File: src/core/prot_pkg.sv
/*
 * Constants, field positions and state encodings of the converter protection sequencer.
 * Assumes a 40 MHz clock and an APB master with 32-bit data.
 */
package prot_pkg;
    localparam int CLK_PERIOD_NS = 25;
    localparam int OVP_DELAY_NS = 2000;
    localparam int OVP_WIDTH_NS = 500;
    localparam int OVP_DELAY_CYC = (OVP_DELAY_NS + CLK_PERIOD_NS - 1) / CLK_PERIOD_NS;
    localparam int OVP_WIDTH_CYC = OVP_WIDTH_NS / CLK_PERIOD_NS;
    localparam logic [7:0] OVP_START = 8'(OVP_DELAY_CYC);
    localparam logic [7:0] OVP_END = 8'(OVP_DELAY_CYC + OVP_WIDTH_CYC);
    localparam logic [10:0] PFC_QUAL_CYCLES = 11'h400;
    localparam logic [2:0] OVP_LAST_COUNT = 3'h3;

    localparam int NIN = 18;
    localparam int I_SEVERE = 0;
    localparam int I_OFF_QR = 1;
    localparam int I_OFF_FF = 2;
    localparam int I_COMP_ON = 3;
    localparam int I_BURST = 4;
    localparam int I_SAT = 5;
    localparam int I_DIS = 6;
    localparam int I_SS_2V = 7;
    localparam int I_SS_5V = 8;
    localparam int I_SS_LATCH = 9;
    localparam int I_OVP = 10;
    localparam int I_VFF_LATCH = 11;
    localparam int I_MAINS_FAIL = 12;
    localparam int I_VCC_RESTART = 13;
    localparam int I_VCC_5V = 14;
    localparam int I_VCC_ON = 15;
    localparam int I_VCC_HYST = 16;
    localparam int I_PFC_HOT = 17;

    localparam logic [7:0] ADDR_CTRL = 8'h00;
    localparam logic [7:0] ADDR_STATUS = 8'h04;
    localparam int CTRL_MODE_BIT = 0;
    localparam logic CTRL_MODE_RESET = 1'b0;
    localparam int STAT_RUN_LSB = 0;
    localparam int STAT_OCP_LSB = 3;
    localparam int STAT_OVP_LSB = 5;
    localparam int STAT_PFC_BIT = 8;
    localparam int STAT_SS_BIT = 9;
    localparam int STAT_OVL_BIT = 10;
    localparam int STAT_STARTUP_BIT = 11;

    typedef enum logic [2:0] {
        ST_RUN = 3'b000,
        ST_STOP = 3'b001,
        ST_SS_OFF = 3'b010,
        ST_OVP_OFF = 3'b011,
        ST_LATCHED = 3'b100
    } run_state_t;

    typedef enum logic [1:0] {
        OCP_IDLE = 2'b00,
        OCP_WARN = 2'b01,
        OCP_TRIP = 2'b10
    } ocp_state_t;
endpackage

File: src/core/cycle_qualifier.sv
/*
 * Counts oscillator cycles while a level holds and reports once the count passes a limit.
 * Assumes tick is a one-clock pulse per oscillator cycle.
 */
`timescale 1ns/100ps
`default_nettype none
module cycle_qualifier (
    input wire logic clk,
    input wire logic arst_n,
    input wire logic ce,
    input wire logic tick,
    input wire logic level,
    output logic ok
);
    import prot_pkg::*;

    typedef struct packed {
        logic [10:0] cnt;
    } qual_state_t;

    qual_state_t s_reg, s_next;

    always_comb begin
        s_next = s_reg;
        if (!level) begin
            s_next.cnt = '0;
        end else if (tick && s_reg.cnt <= PFC_QUAL_CYCLES) begin
            s_next.cnt = s_reg.cnt + 11'h001;
        end
    end

    always_ff @(posedge clk or negedge arst_n) begin
        if (!arst_n) begin
            s_reg <= '0;
        end else if (ce) begin
            s_reg <= s_next;
        end
    end

    // More than the limit, so a count equal to it is not enough
    assign ok = level && (s_reg.cnt > PFC_QUAL_CYCLES);
endmodule // cycle_qualifier
`default_nettype wire

File: src/core/prot_sequencer.sv
/*
 * Protection sequencer: overcurrent hiccup, companion supply switch,
 * latched disable, soft-start overload, overvoltage counting, APB registers.
 * Assumes ARST_N is the undervoltage lockout, low while supply is too low.
 */
`timescale 1ns/100ps
`default_nettype none
module prot_sequencer (
    input wire logic CLK,
    input wire logic ARST_N,
    input wire logic CE,
    input wire logic [prot_pkg::NIN-1:0] COMP_IN,
    input wire logic OSC_CYCLE,
    input wire logic GATE_OFF,
    input wire logic PSEL,
    input wire logic PENABLE,
    input wire logic PWRITE,
    input wire logic [7:0] PADDR,
    input wire logic [31:0] PWDATA,
    output logic [31:0] PRDATA,
    output logic PREADY,
    output logic PSLVERR,
    output logic SWITCH_EN,
    output logic PFC_SUPPLY_ON,
    output logic UVLO_LOW_SEL,
    output logic RAMP_MAIN_ON,
    output logic RAMP_REDUCED_ON,
    output logic SS_CLAMP_ON,
    output logic FF_SOURCE_ON,
    output logic LOW_POWER,
    output logic STARTUP_EN
);
    import prot_pkg::*;

    ////////////////////////////////////////////////////////////////////////////
    // State

    typedef struct packed {
        run_state_t run;
        ocp_state_t ocp;
        logic warn_armed;
        logic ss_done;
        logic overload;
        logic pfc_open;
        logic [7:0] off_timer;
        logic ovp_timing;
        logic ovp_hit;
        logic [2:0] ovp_cnt;
        logic startup_on;
        logic startup_hold;
        logic mode_ff;
    } prot_state_t;

    prot_state_t r_reg, r_next;
    logic [NIN-1:0] cin;
    logic comp_below;
    logic pfc_level;
    logic qual_ok;
    logic pfc_go;
    logic running;
    logic ovp_window;
    logic ovp_now;
    logic wr_en;

    function automatic logic is_mapped(input logic [7:0] a);
        if (a == ADDR_CTRL) begin
            is_mapped = 1'b1;
        end else if (a == ADDR_STATUS) begin
            is_mapped = 1'b1;
        end else begin
            is_mapped = 1'b0;
        end
    endfunction

    ////////////////////////////////////////////////////////////////////////////
    // Input conditioning

    sig_sync #(
        .W(NIN)
    ) sig_sync_inst (
        .clk(CLK),
        .arst_n(ARST_N),
        .ce(CE),
        .d(COMP_IN),
        .q(cin)
    );

    assign running = (r_reg.run == ST_RUN);

    // Off threshold follows the operating mode
    assign comp_below = r_reg.mode_ff ? cin[I_OFF_FF] : cin[I_OFF_QR];

    // Nothing acting on the control voltage before the ramp has settled
    assign pfc_level = running && r_reg.ss_done && comp_below;

    cycle_qualifier cycle_qualifier_inst (
        .clk(CLK),
        .arst_n(ARST_N),
        .ce(CE),
        .tick(OSC_CYCLE),
        .level(pfc_level),
        .ok(qual_ok)
    );

    // Burst entry opens the switch without waiting
    assign pfc_go = qual_ok || (running && r_reg.ss_done && cin[I_BURST]);

    // Sampling window keeps the turn-off spike away from the comparator
    assign ovp_window = r_reg.ovp_timing && (r_reg.off_timer >= OVP_START)
        && (r_reg.off_timer < OVP_END);
    assign ovp_now = r_reg.ovp_hit || (ovp_window && cin[I_OVP]);

    assign wr_en = PSEL && PENABLE && PWRITE && (PADDR == ADDR_CTRL);

    ////////////////////////////////////////////////////////////////////////////
    // Next state

    always_comb begin
        r_next = r_reg;

        if (wr_en) begin
            r_next.mode_ff = PWDATA[CTRL_MODE_BIT];
        end

        // Soft-start ramp and open-loop overload
        if (running && cin[I_SS_2V]) begin
            r_next.ss_done = 1'b1;
        end
        // Registered so the ramp currents never glitch
        r_next.overload = running && r_reg.ss_done && cin[I_SAT];

        // Companion supply switch; a new opening beats a close in the same cycle
        if (pfc_go) begin
            r_next.pfc_open = 1'b1;
        end else if (cin[I_COMP_ON]) begin
            r_next.pfc_open = 1'b0;
        end

        // Turn-off timer for the overvoltage window
        if (GATE_OFF) begin
            r_next.off_timer = '0;
            r_next.ovp_timing = 1'b1;
        end else if (r_reg.ovp_timing && r_reg.off_timer != OVP_END) begin
            r_next.off_timer = r_reg.off_timer + 8'h01;
        end else begin
            r_next.ovp_timing = 1'b0;
        end
        r_next.ovp_hit = ovp_now;

        // Per switching cycle: count trips, reset on a quiet cycle
        if (OSC_CYCLE) begin
            r_next.ovp_hit = 1'b0;
            if (ovp_now) begin
                if (r_reg.ovp_cnt != OVP_LAST_COUNT + 3'h1) begin
                    r_next.ovp_cnt = r_reg.ovp_cnt + 3'h1;
                end
            end else begin
                r_next.ovp_cnt = '0;
            end
        end

        // Severe overcurrent watch
        case (r_reg.ocp)
            OCP_IDLE: begin
                r_next.warn_armed = 1'b0;
                if (running && cin[I_SEVERE]) begin
                    r_next.ocp = OCP_WARN;
                end
            end
            OCP_WARN: begin
                // The cycle of the first trip does not count; this is why
                // a stop can come only at a detection in the following cycle
                if (OSC_CYCLE) begin
                    if (!r_reg.warn_armed) begin
                        r_next.warn_armed = 1'b1;
                    end else begin
                        r_next.ocp = OCP_IDLE;
                    end
                end
                if (r_reg.warn_armed && cin[I_SEVERE]) begin
                    r_next.ocp = OCP_TRIP;
                end
            end
            OCP_TRIP: begin
                r_next.ocp = OCP_TRIP;
            end
            default: begin
                r_next.ocp = OCP_IDLE;
            end
        endcase

        // Device state
        case (r_reg.run)
            ST_RUN: begin
                if (cin[I_DIS]) begin
                    r_next.run = ST_LATCHED;
                end else if (r_reg.overload && cin[I_SS_LATCH]) begin
                    r_next.run = ST_LATCHED;
                end else if (r_reg.ocp == OCP_TRIP || cin[I_PFC_HOT]) begin
                    r_next.run = ST_STOP;
                end else if (r_reg.ovp_cnt == OVP_LAST_COUNT && OSC_CYCLE && ovp_now) begin
                    r_next.run = ST_OVP_OFF;
                end else if (r_reg.overload && cin[I_SS_5V]) begin
                    r_next.run = ST_SS_OFF;
                end
            end
            ST_OVP_OFF: begin
                if (cin[I_DIS] || cin[I_VFF_LATCH]) begin
                    r_next.run = ST_LATCHED;
                end else if (cin[I_VCC_5V]) begin
                    // Restart from a clean soft-start
                    r_next.run = ST_RUN;
                    r_next.ss_done = 1'b0;
                    r_next.ovp_cnt = '0;
                    r_next.pfc_open = 1'b0;
                end
            end
            ST_SS_OFF: begin
                if (cin[I_DIS] || cin[I_SS_LATCH]) begin
                    r_next.run = ST_LATCHED;
                end
            end
            ST_STOP: begin
                r_next.run = ST_STOP;
            end
            ST_LATCHED: begin
                r_next.run = ST_LATCHED;
            end
            default: begin
                r_next.run = ST_STOP;
            end
        endcase

        // Startup generator; the hold is set at reset and by mains fail while latched
        if (r_reg.run == ST_LATCHED && cin[I_MAINS_FAIL]) begin
            r_next.startup_hold = 1'b1;
        end else if (cin[I_VCC_RESTART]) begin
            r_next.startup_hold = 1'b0;
        end

        if (r_reg.startup_hold || r_reg.run == ST_STOP) begin
            // Hiccup: no charge until the lockout has cleared the stop
            r_next.startup_on = 1'b0;
        end else if (r_reg.run == ST_LATCHED) begin
            // Pulsed so the dissipation stays low while the latch is fed
            if (cin[I_VCC_HYST]) begin
                r_next.startup_on = 1'b1;
            end else if (cin[I_VCC_ON]) begin
                r_next.startup_on = 1'b0;
            end
        end else begin
            r_next.startup_on = !cin[I_VCC_ON];
        end
    end

    ////////////////////////////////////////////////////////////////////////////
    // Registers

    // Lockout clears every latch and counter except the startup hold, which it sets
    always_ff @(posedge CLK or negedge ARST_N) begin
        if (!ARST_N) begin
            r_reg <= '{
                run: ST_RUN,
                ocp: OCP_IDLE,
                warn_armed: 1'b0,
                ss_done: 1'b0,
                overload: 1'b0,
                pfc_open: 1'b0,
                off_timer: 8'h00,
                ovp_timing: 1'b0,
                ovp_hit: 1'b0,
                ovp_cnt: 3'h0,
                startup_on: 1'b0,
                startup_hold: 1'b1,
                mode_ff: CTRL_MODE_RESET
            };
        end else if (CE) begin
            r_reg <= r_next;
        end
    end

    ////////////////////////////////////////////////////////////////////////////
    // Outputs

    assign SWITCH_EN = running && (r_reg.ocp != OCP_TRIP);
    assign PFC_SUPPLY_ON = running && !r_reg.pfc_open;
    assign UVLO_LOW_SEL = running && r_reg.ss_done && comp_below;
    assign RAMP_MAIN_ON = running;
    assign RAMP_REDUCED_ON = running && r_reg.overload;
    assign SS_CLAMP_ON = !r_reg.overload;
    assign FF_SOURCE_ON = (r_reg.run == ST_OVP_OFF);
    assign LOW_POWER = (r_reg.run == ST_LATCHED);
    assign STARTUP_EN = r_reg.startup_on;

    // Zero-wait slave; CE low drops a write, so software should write while running
    assign PREADY = 1'b1;
    assign PSLVERR = PSEL && PENABLE && !is_mapped(PADDR);

    always_comb begin
        PRDATA = 32'h0000_0000;
        if (PADDR == ADDR_CTRL) begin
            PRDATA[CTRL_MODE_BIT] = r_reg.mode_ff;
        end else if (PADDR == ADDR_STATUS) begin
            PRDATA[STAT_RUN_LSB +: 3] = r_reg.run;
            PRDATA[STAT_OCP_LSB +: 2] = r_reg.ocp;
            PRDATA[STAT_OVP_LSB +: 3] = r_reg.ovp_cnt;
            PRDATA[STAT_PFC_BIT] = r_reg.pfc_open;
            PRDATA[STAT_SS_BIT] = r_reg.ss_done;
            PRDATA[STAT_OVL_BIT] = r_reg.overload;
            PRDATA[STAT_STARTUP_BIT] = r_reg.startup_on;
        end
    end
endmodule // prot_sequencer
`default_nettype wire

File: src/core/sig_sync.sv
/*
 * Two-stage synchroniser bank for the comparator results.
 * Assumes the comparators may change at any time relative to the clock.
 */
`timescale 1ns/100ps
`default_nettype none
module sig_sync #(
    parameter int W = prot_pkg::NIN
) (
    input wire logic clk,
    input wire logic arst_n,
    input wire logic ce,
    input wire logic [W-1:0] d,
    output logic [W-1:0] q
);
    import prot_pkg::*;

    typedef struct packed {
        logic [W-1:0] meta;
        logic [W-1:0] stable;
    } sync_state_t;

    sync_state_t s_reg, s_next;

    // First stage feeds only the second stage
    always_comb begin
        s_next = s_reg;
        s_next.meta = d;
        s_next.stable = s_reg.meta;
    end

    always_ff @(posedge clk or negedge arst_n) begin
        if (!arst_n) begin
            s_reg <= '0;
        end else if (ce) begin
            s_reg <= s_next;
        end
    end

    assign q = s_reg.stable;
endmodule // sig_sync
`default_nettype wire

File: config.mk
export PLATFORM = sky130hd
export DESIGN_NAME = prot_sequencer
export DESIGN_NICKNAME = d
export VERILOG_FILES = /design/src/core/prot_pkg.sv /design/src/core/cycle_qualifier.sv /design/src/core/prot_sequencer.sv /design/src/core/sig_sync.sv
export SDC_FILE = /design/constraint.sdc
export NUM_CORES = 1
export LEC_CHECK = 0
export ABC_CLOCK_PERIOD_IN_PS = 4800
export BUFFER_PORTS_ARGS = -buffer_cell sky130_fd_sc_hd__buf_4
export CORE_UTILIZATION = 56
export CTS_CLUSTER_DIAMETER = 60
export DETAILED_ROUTE_END_ITERATION = 7
export PLACE_DENSITY = 0.85
export SLEW_MARGIN = 40
export SYNTH_ARGS = -nofsm -noshare
export SYNTH_HDL_FRONTEND = slang
export SYNTH_SLANG_ARGS = --single-unit
File: constraint.sdc
create_clock -name CLK -period 4.8 [get_ports CLK]
set_input_delay 0.48 -clock CLK [delete_from_list [all_inputs] [get_ports CLK]]
set_output_delay 0.48 -clock CLK [all_outputs]
set_load 0.03 [all_outputs]
=== Word level (Yosys, flattened, before mapping) ===
Index checks and enable logic that the tools add are counted.

* Add/sub/neg operators: 3
* Magnitude comparators: 4
* Eq/ne operators: 21
* Muxes and demuxes: 47
* Reductions and logical operators: 50

{| class="wikitable"
|+ Operator list
! cell !! count
|-
| $mux W3 || 14
|-
| $mux W11 || 3
|-
| $logic_and A1 B1 Y1 || 25
|-
| $mux W1 || 20
|-
| $mux W12 || 1
|-
| $ne A2 B2 Y1 const B || 6
|-
| $pmux W3 S4 || 1
|-
| $reduce_and A2 Y1 || 6
|-
| $add A11 B1 Y11 const B || 1
|-
| $gt A11 B11 Y1 const B || 1
|-
| $le A11 B11 Y1 const B || 1
|-
| $eq A3 B2 Y1 const B || 3
|-
| $mux W9 || 1
|-
| $ne A3 B3 Y1 const B || 3
|-
| $add A8 B1 Y8 const B || 1
|-
| $eq A8 B3 Y1 const B || 1
|-
| $ge A8 B7 Y1 const B || 1
|-
| $logic_not A8 Y1 || 1
|-
| $lt A8 B7 Y1 const B || 1
|-
| $mux W8 || 1
|-
| $ne A8 B7 Y1 const B || 1
|-
| $reduce_and A4 Y1 || 2
|-
| $logic_or A1 B1 Y1 || 6
|-
| $mux W2 || 3
|-
| 16 further kinds || 21
|}

* Register bits: 72
* Bits of input ports: 66
* Output and inout port bits: 43
* Logic and storage cells: 141

=== Logic depth before layout (Yosys ltp) ===
Gate-level depths: netlist of run 1.

* Depth in word-level cells: 11
* Gate-level depth with buffers: 8
* Gate-level depth less buffers: 7

=== Modules after synthesis ===
A second synthesis of run 1 with hierarchy kept.

* Cell total of the unflattened synthesis: 360
* Area total of the unflattened synthesis: 3961.3 µm²

{| class="wikitable"
|+ Modules (own cells, without submodules)
! module !! instances !! cells each !! area each (µm²) !! seq. area each (µm²)
|-
| prot_sequencer || 1 || 204 || 1752.9 || 626.9
|-
| sig_sync || 1 || 76 || 1490.2 || 900.9
|-
| cycle_qualifier || 1 || 80 || 718.2 || 275.3
|}

=== Least setup slack after synthesis of run 1 ===
No wires, ideal clock.

* Path type: input-to-output
* Start point: input PADDR[5]
* End point: output PRDATA[0]
* Data arrival time: 2.092 ns
* Data required time: 4.320 ns
* Setup slack: 2.228 ns
* Stages: 4
* Buffers on the path: 1
* Path through: or4_1 -> nor4_1 -> clkbuf_1 -> nor2b_1

* Longest elaborated chain between the ends: 3
* Elaborated cells between the ends (all ways): 4
* Classes of those cells: eq/ne (1); mux (2); reduce/logical (1)

{| class="wikitable"
|+ RTL lines
! element !! RTL line !! text
|-
| from (decl) || prot_sequencer.sv:18 || <nowiki>input wire logic [7:0] PADDR,</nowiki>
|-
| $eq A8 B3 Y1 || prot_sequencer.sv:303 || <nowiki>end else if (PADDR == ADDR_STATUS) begin</nowiki>
|-
| $mux W12 || prot_sequencer.sv:303 ||
|-
| $mux W1 * || prot_sequencer.sv:301 || <nowiki>if (PADDR == ADDR_CTRL) begin</nowiki>
|-
| to (decl) || prot_sequencer.sv:20 || <nowiki>output logic [31:0] PRDATA,</nowiki>
|}

Mark *: on every way between the ends. The rest lies on a longest branch, timed or not.

=== Worst setup path in the final report of run 1 ===
* Start point: input PADDR[5]
* End point: output PRDATA[8]

* Longest elaborated chain between the ends: 3
* Elaborated cells between the ends (all ways): 4
* Classes of those cells: eq/ne (1); mux (2); reduce/logical (1)

{| class="wikitable"
|+ RTL lines
! element !! RTL line
|-
| $eq A8 B3 Y1 || prot_sequencer.sv:303
|-
| $mux W12 || prot_sequencer.sv:303
|-
| $mux W11 * || prot_sequencer.sv:301
|}

Marked as above.

==> impl_metrics.env, run 1 <==
export IMPL_run_status="complete, but fails checks"
export IMPL_violations="DRC"
export IMPL_worstSetupPathType="primary input to output port"
export IMPL_synth_top_flop_cell="dfrtp_1"
export IMPL_coreArea_mm2=0.006422
export IMPL_p_leak_nw=2.001
export IMPL_drv_slew=0
export IMPL_reg2regPathDepth=5
export IMPL_fillerInstances=498
export IMPL_max_stage_delay_ns=0.57
export IMPL_topRoutingLayerUsed="met4"
export IMPL_first_global_vias=2853
export IMPL_switching_share=0.2527
export IMPL_cpMaxStageDelayCell="or4_1"
export IMPL_cts_resized=0
export IMPL_largest_reg_flops=24
export IMPL_grt_pass1_wl_um=13300
export IMPL_synth_area_per_cell_um2=10.59
export IMPL_hold_viol_final=0
export IMPL_first_pass_iters=8
export IMPL_finalCriticalPeriod_ns=2.667
export IMPL_path_common_cell="buf_4"
export IMPL_cts_max_path_buffers=2
export IMPL_relSlewSlack=0.5056
export IMPL_die_w_um=83.94
export IMPL_syn_area_mm2=0.003760
export IMPL_num_nets_final=477
export IMPL_cp_num_buf_inv=2
export IMPL_ir_drop_uv=250.0
export IMPL_routed_wl_met3_um=399
export IMPL_final_cell_area_mm2=0.004370
export IMPL_maxCapViolCount=0
export IMPL_die_area_mm2=0.007046
export IMPL_routed_wl_um=7554
export IMPL_postCtsHoldBufs=0
export IMPL_post_cts_buffers=0
export IMPL_synth_top_family_by_area="simple AND/OR/NAND/NOR gates"
export IMPL_synth_xor_area_frac=0.03028
export IMPL_antennaDiodeCount=0
export IMPL_async_flop_share=1.000
export IMPL_yosys_warnings=0
export IMPL_port_buffers=56
export IMPL_crit_fanout=14
export IMPL_clk_pin_slew_ns=0.07
export IMPL_cts_tree="built"
export IMPL_place_area_mm2=0.004140
export IMPL_required_ns=4.32
export IMPL_combinationalPowerShare=0.132
export IMPL_hold_class="primary input to async pin"
export IMPL_antenna_left=0
export IMPL_yosysSeqAreaShare=0.4795
export IMPL_synth_seq_cells=72
export IMPL_viasPerCell=5.802
export IMPL_setup_tns_ns=0
export IMPL_numCtsBuffers=9
export IMPL_powerDensity_mw_per_mm2=335.3
export IMPL_p_clk_frac=0.381
export IMPL_r2r_end="r_reg[23]"
export IMPL_synthSimpleGateAreaFrac=0.1657
export IMPL_cts_sinks=72
export IMPL_power_switching_mw=0.3704
export IMPL_grt_overflow=0
export IMPL_cts_root_buffer="clkbuf_8"
export IMPL_drc=16
export IMPL_place_hpwl_um=5466
export IMPL_muxShareOfSynthArea=0.1225
export IMPL_cp_startpoint="PADDR[5]"
export IMPL_critPathArrivalTime_ns=2.19
export IMPL_antenna_found_initial=0
export IMPL_vias=2820
export IMPL_cp_end_kind="output port"
export IMPL_synth_edf_count=0
export IMPL_wire_per_inst_um=15.54
export IMPL_ioPinCount=109
export IMPL_fin_crit_sh=0.5557
export IMPL_clkLatencyLatePin_ns=0.34
export IMPL_fmax_ghz=0.3749
export IMPL_crit_chain="buf_4 > or4_1 > nor4_4 > and3_1 > buf_4"
export IMPL_place_gp_congestion=0.8543
export IMPL_ys_types=53
export IMPL_syn_to_final_growth_pct=16.24
export IMPL_first_iter_violations=221
export IMPL_synth_compound_area_frac=0.09651
export IMPL_initial_core_util=0.5854
export IMPL_setup_viol=0
export IMPL_cp_depth=5
export IMPL_synth_cells=355
export IMPL_rows=29
export IMPL_pwr_share_seq=0.487
export IMPL_skew_ns=0.01021
export IMPL_rsz0062_at_grt="false"
export IMPL_r2r_slack_ns=2.32
export IMPL_die_h_um=83.94
export IMPL_wl_met2_um=3856
export IMPL_synthAdderAreaFrac=0.02329
export IMPL_power_internal_mw=1.095
export IMPL_worstMarginPinSlew_ns=0.7416
export IMPL_cp_start_kind="primary input"
export IMPL_wl_met1_um=3193
export IMPL_grt_max_degree=73
export IMPL_crit_family="simple AND/OR/NAND/NOR gates"
export IMPL_r2r_start="r_reg[24]"
export IMPL_grt_use_total=0.2374
export IMPL_drive_gt1_frac=0.2812
export IMPL_cts_max_level=3
power by group through the flow:
stage | logic, mW | registers, mW | clock network [mW]
finish | 0.193 | 0.714 | 0.558
floorplan | 0.149 | 0.709 | 0
CTS | 0.194 | 0.714 | 0.564
global route | 0.214 | 0.723 | 0.591
detailed placement | 0.194 | 0.725 | 0
global placement | 0.179 | 0.720 | 0
worst max path at each step:
stage / to / slack [ns]
floorplan: PRDATA[0] / 2.23
global placement: PRDATA[8] / 1.94
detailed placement: PRDATA[8] / 2.17
CTS: PRDATA[8] / 2.16
global route: PRDATA[0] / 2.07
finish: PRDATA[8] / 2.13
metal layers:
metal | global-route usage | up-vias
met5 | 0 | -
met2 | 0.4143 | 99
met3 | 0.06231 | 13
met4 | 0.06426 | 0
li1 | - | 1313
met1 | 0.2907 | 1395
final cells by class:
class                           instances  area (um^2)  share of cell area
Clock buffer                           12        135.1             0.03092
Clock inverter                          4        95.09             0.02176
Inverter                               20        75.07             0.01718
Multi-Input combinational cell        245         1742              0.3985
Sequential cell                        72         1803              0.4125
Tap cell                               77        96.34             0.02204
Timing Repair Buffer                   56        424.2             0.09705
cells by family after synthesis:
logic type | after synthesis
buffers and inverters | 57
AOI/OAI and AO/OA | 48
and+or+nand+nor | 115
adders and majority gates | 7
muxes | 41
other | 2
DFF | 72
xor gates and xnor gates | 13
cell usage in the layout, fill, tap and decap left out, types with 12 or more instances in the layout:
| cell type | instances |
|---|---|
| buf_4 | 55 |
| conb_1 | 21 |
| o21ai_0 | 12 |
| inv_1 | 20 |
| nor2_1 | 27 |
| mux2_2 | 40 |
| xnor2_1 | 12 |
| and3_1 | 12 |
| dfrtp_1 | 71 |
| nand2_1 | 20 |
| nor3_1 | 12 |
cells in the mapped netlist (all sizes together), types with 6 or more instances:
| library cell | count | area, um^2 |
|---|---|---|
| a21oi | 7 | 35.03 |
| and3 | 12 | 75.07 |
| buf | 23 | 172.7 |
| clkbuf | 14 | 53.80 |
| dfrtp | 71 | 1777 |
| ha | 7 | 87.58 |
| inv | 20 | 75.07 |
| mux2 | 40 | 450.4 |
| nand2 | 20 | 75.07 |
| nand3 | 9 | 45.04 |
| nand4 | 7 | 43.79 |
| nor2 | 27 | 101.4 |
| nor3 | 12 | 60.06 |
| nor4 | 6 | 37.54 |
| o21ai | 12 | 60.06 |
| xnor2 | 12 | 105.1 |
worst register-to-register path: stages, from the launching register on:
cell and delay [ns]:
dfrtp_1 0.52, nor3_1 0.65, nand2_1 0.27, a2111oi_4 0.37
a21o_1 0.21, mux2_2 0.34
metrics by stage:
stage	total power, mW	instances	worst slack, ns	util	hold slack, ns
3_5_place_dp	0.9188	470	2.167	0.6447	0.4935
6_report	1.465	486	2.133	0.6805	0.1268
4_1_cts	1.471	486	2.156	0.6805	0.1645
5_1_grt	1.528	486	2.073	0.6805	0.1963
3_3_place_gp	0.8991	470	1.944	0.6427	0.4840
2_1_floorplan	0.8578	374	2.228	-	0.1844
(Power assumes the default switching activity.)
==> run 2: changes to the inputs <==
Settings changed: ABC_CLOCK_PERIOD_IN_PS 4800 to 2700, CORE_UTILIZATION 56 to 52, PLACE_DENSITY 0.85 to 0.8.
Clock period 4.8 ns to 2.7 ns, I/O delays scaled along.
==> impl_metrics.env, run 2 (synthesized netlist as in run 1, its figures left out) <==
export IMPL_setup_slack_ns=0.5358
export IMPL_fmax_ghz=0.4621
export IMPL_grt_max_degree=73
export IMPL_final_cells=510
export IMPL_powerDensity_mw_per_mm2=582.0
export IMPL_place_area_mm2=0.004185
export IMPL_die_h_um=87.03
export IMPL_skew_ns=0.01091
export IMPL_ir_drop_uv=335.2
export IMPL_coreArea_mm2=0.006907
export IMPL_grt_use_total=0.2236
export IMPL_die_area_mm2=0.007574
export IMPL_routed_wl_um=7608
export IMPL_clk_pin_slew_ns=0.07
export IMPL_place_inst=493
export IMPL_place_hpwl_um=5270
export IMPL_crit_chain="nor4b_2 > nand2_1 > and2_1 > or4_1 > nand2_1"
export IMPL_cts_tree="built"
export IMPL_cts_max_level=3
export IMPL_run_status="finished clean"
export IMPL_ioPinCount=109
export IMPL_relSlewSlack=0.5744
export IMPL_finalCriticalPeriod_ns=2.164
export IMPL_place_gp_congestion=0.8743
export IMPL_drc=0
export IMPL_first_global_vias=2793
export IMPL_whs_ns=0.1256
export IMPL_totalPowerFinal_mw=2.572
export IMPL_cts_resized=0
export IMPL_layout_commonest_cell="dfrtp_1"
export IMPL_wire_per_inst_um=14.92
export IMPL_vias=2784
export IMPL_final_cell_mix="71 x dfrtp_1, 59 x buf_4, 40 x mux2_2"
export IMPL_die_w_um=87.03
export IMPL_cts_max_path_buffers=2
export IMPL_viasPerCell=5.459
export IMPL_seqCellArea_mm2=0.001803
export IMPL_cp_start_kind="flop"
export IMPL_critPathArrivalTime_ns=2.46
export IMPL_fillerInstances=575
export IMPL_rows=30
export IMPL_numCtsBuffers=9
export IMPL_antennaDiodeCount=0
export IMPL_maxCapViolCount=0
export IMPL_grt_overflow=0
export IMPL_multi_input_area_mm2=0.001733
export IMPL_path_common_cell="nand2_1"
export IMPL_drive_gt1_frac=0.2899
export IMPL_grt_pass1_wl_um=12880
export IMPL_setup_viol=0
export IMPL_cp_end_kind="flop"
export IMPL_hold_class="primary input to flop"
export IMPL_worstMarginPinSlew_ns=0.6383
export IMPL_setup_tns_ns=0
export IMPL_worstSetupPathType="flop to flop"
export IMPL_rsz0062_at_grt="false"
export IMPL_initial_core_util=0.5444
export IMPL_clkLatencyLatePin_ns=0.36
export IMPL_postCtsHoldBufs=1
export IMPL_postLayoutCoreUtil=0.6399
export IMPL_cts_root_buffer="clkbuf_8"
export IMPL_largest_reg_flops=24
export IMPL_drv_slew=0
export IMPL_first_iter_violations=198
export IMPL_antenna_left=0
export IMPL_final_cell_area_mm2=0.004419
export IMPL_pre_cts_ws_ns=0.5835
export IMPL_hold_viol_final=0
export IMPL_num_nets_final=482
export IMPL_required_ns=2.99
export IMPL_port_buffers=56
export IMPL_first_pass_iters=4
export IMPL_fin_crit_sh=0.8015
export IMPL_syn_to_final_growth_pct=17.54
export IMPL_cpMaxStageDelayCell="dfrtp_1"
export IMPL_antenna_found_initial=0
export IMPL_cts_sinks=72
export IMPL_p_leak_nw=2.023
export IMPL_post_cts_buffers=0
export IMPL_crit_fanout=12
export IMPL_max_stage_delay_ns=0.53
[run 2: cell count changes in the layout (fill, tap and decap cells not counted), sizes merged]
cell         previous run  this run
buf                    56        60
dlygate4sd3             0         1
bufinv                  3         2
clkbuf                 12        13
[run 2: cell type report]
class | count | share of cell area
clock buffer | 13 | 0.03596
sequential | 72 | 0.4080
inverter | 20 | 0.01699
tap | 96 | 0.02718
timing repair buffer | 61 | 0.1050
clock inverter | 3 | 0.01472
multi-input combinational | 245 | 0.3921
[run 2: routing by layer]
layer  GRT usage  share of wire  wire length (um)  vias to the layer above
met5           0              0                 0                        -
met1      0.2957           0.45              3452                     1375
li1            -              -                 -                     1322
met4      0.1030          0.020               149                        0
met3     0.05498          0.053               400                       12
met2      0.3479           0.47              3606                       75
[run 2: critical path: cells and delay by family, from the launching register on]
family,cells,cell delay [ns]
DFF,1,0.53
and+or+nand+nor,5,1.58
[run 2: power by group]
group / internal, mW / leakage [nW] / switching [mW] / total, mW
clock network: 0.570 / 0.114 / 0.390 / 0.960
logic: 0.154 / 1.01 / 0.184 / 0.338
registers: 1.18 / 0.903 / 0.0925 / 1.27
total: 1.91 / 2.02 / 0.666 / 2.57
[run 2: path summary, 6_finish.rpt]
check	start	end	slack (ns)	depth (start not counted)
setup reg to reg	r_reg[24]	cycle_qualifier_inst.s_reg[7]	0.54	5
hold reg to reg	sig_sync_inst.s_next[12]	sig_sync_inst.s_next[12]	0.51	1
min in group asynchronous	ARST_N	r_reg[11]	0.48	2
setup / recovery	r_reg[24]	cycle_qualifier_inst.s_reg[7]	0.54	5
max in group asynchronous	ARST_N	sig_sync_inst.q[17]	1.78	2
hold / removal	GATE_OFF	r_reg[9]	0.13	2
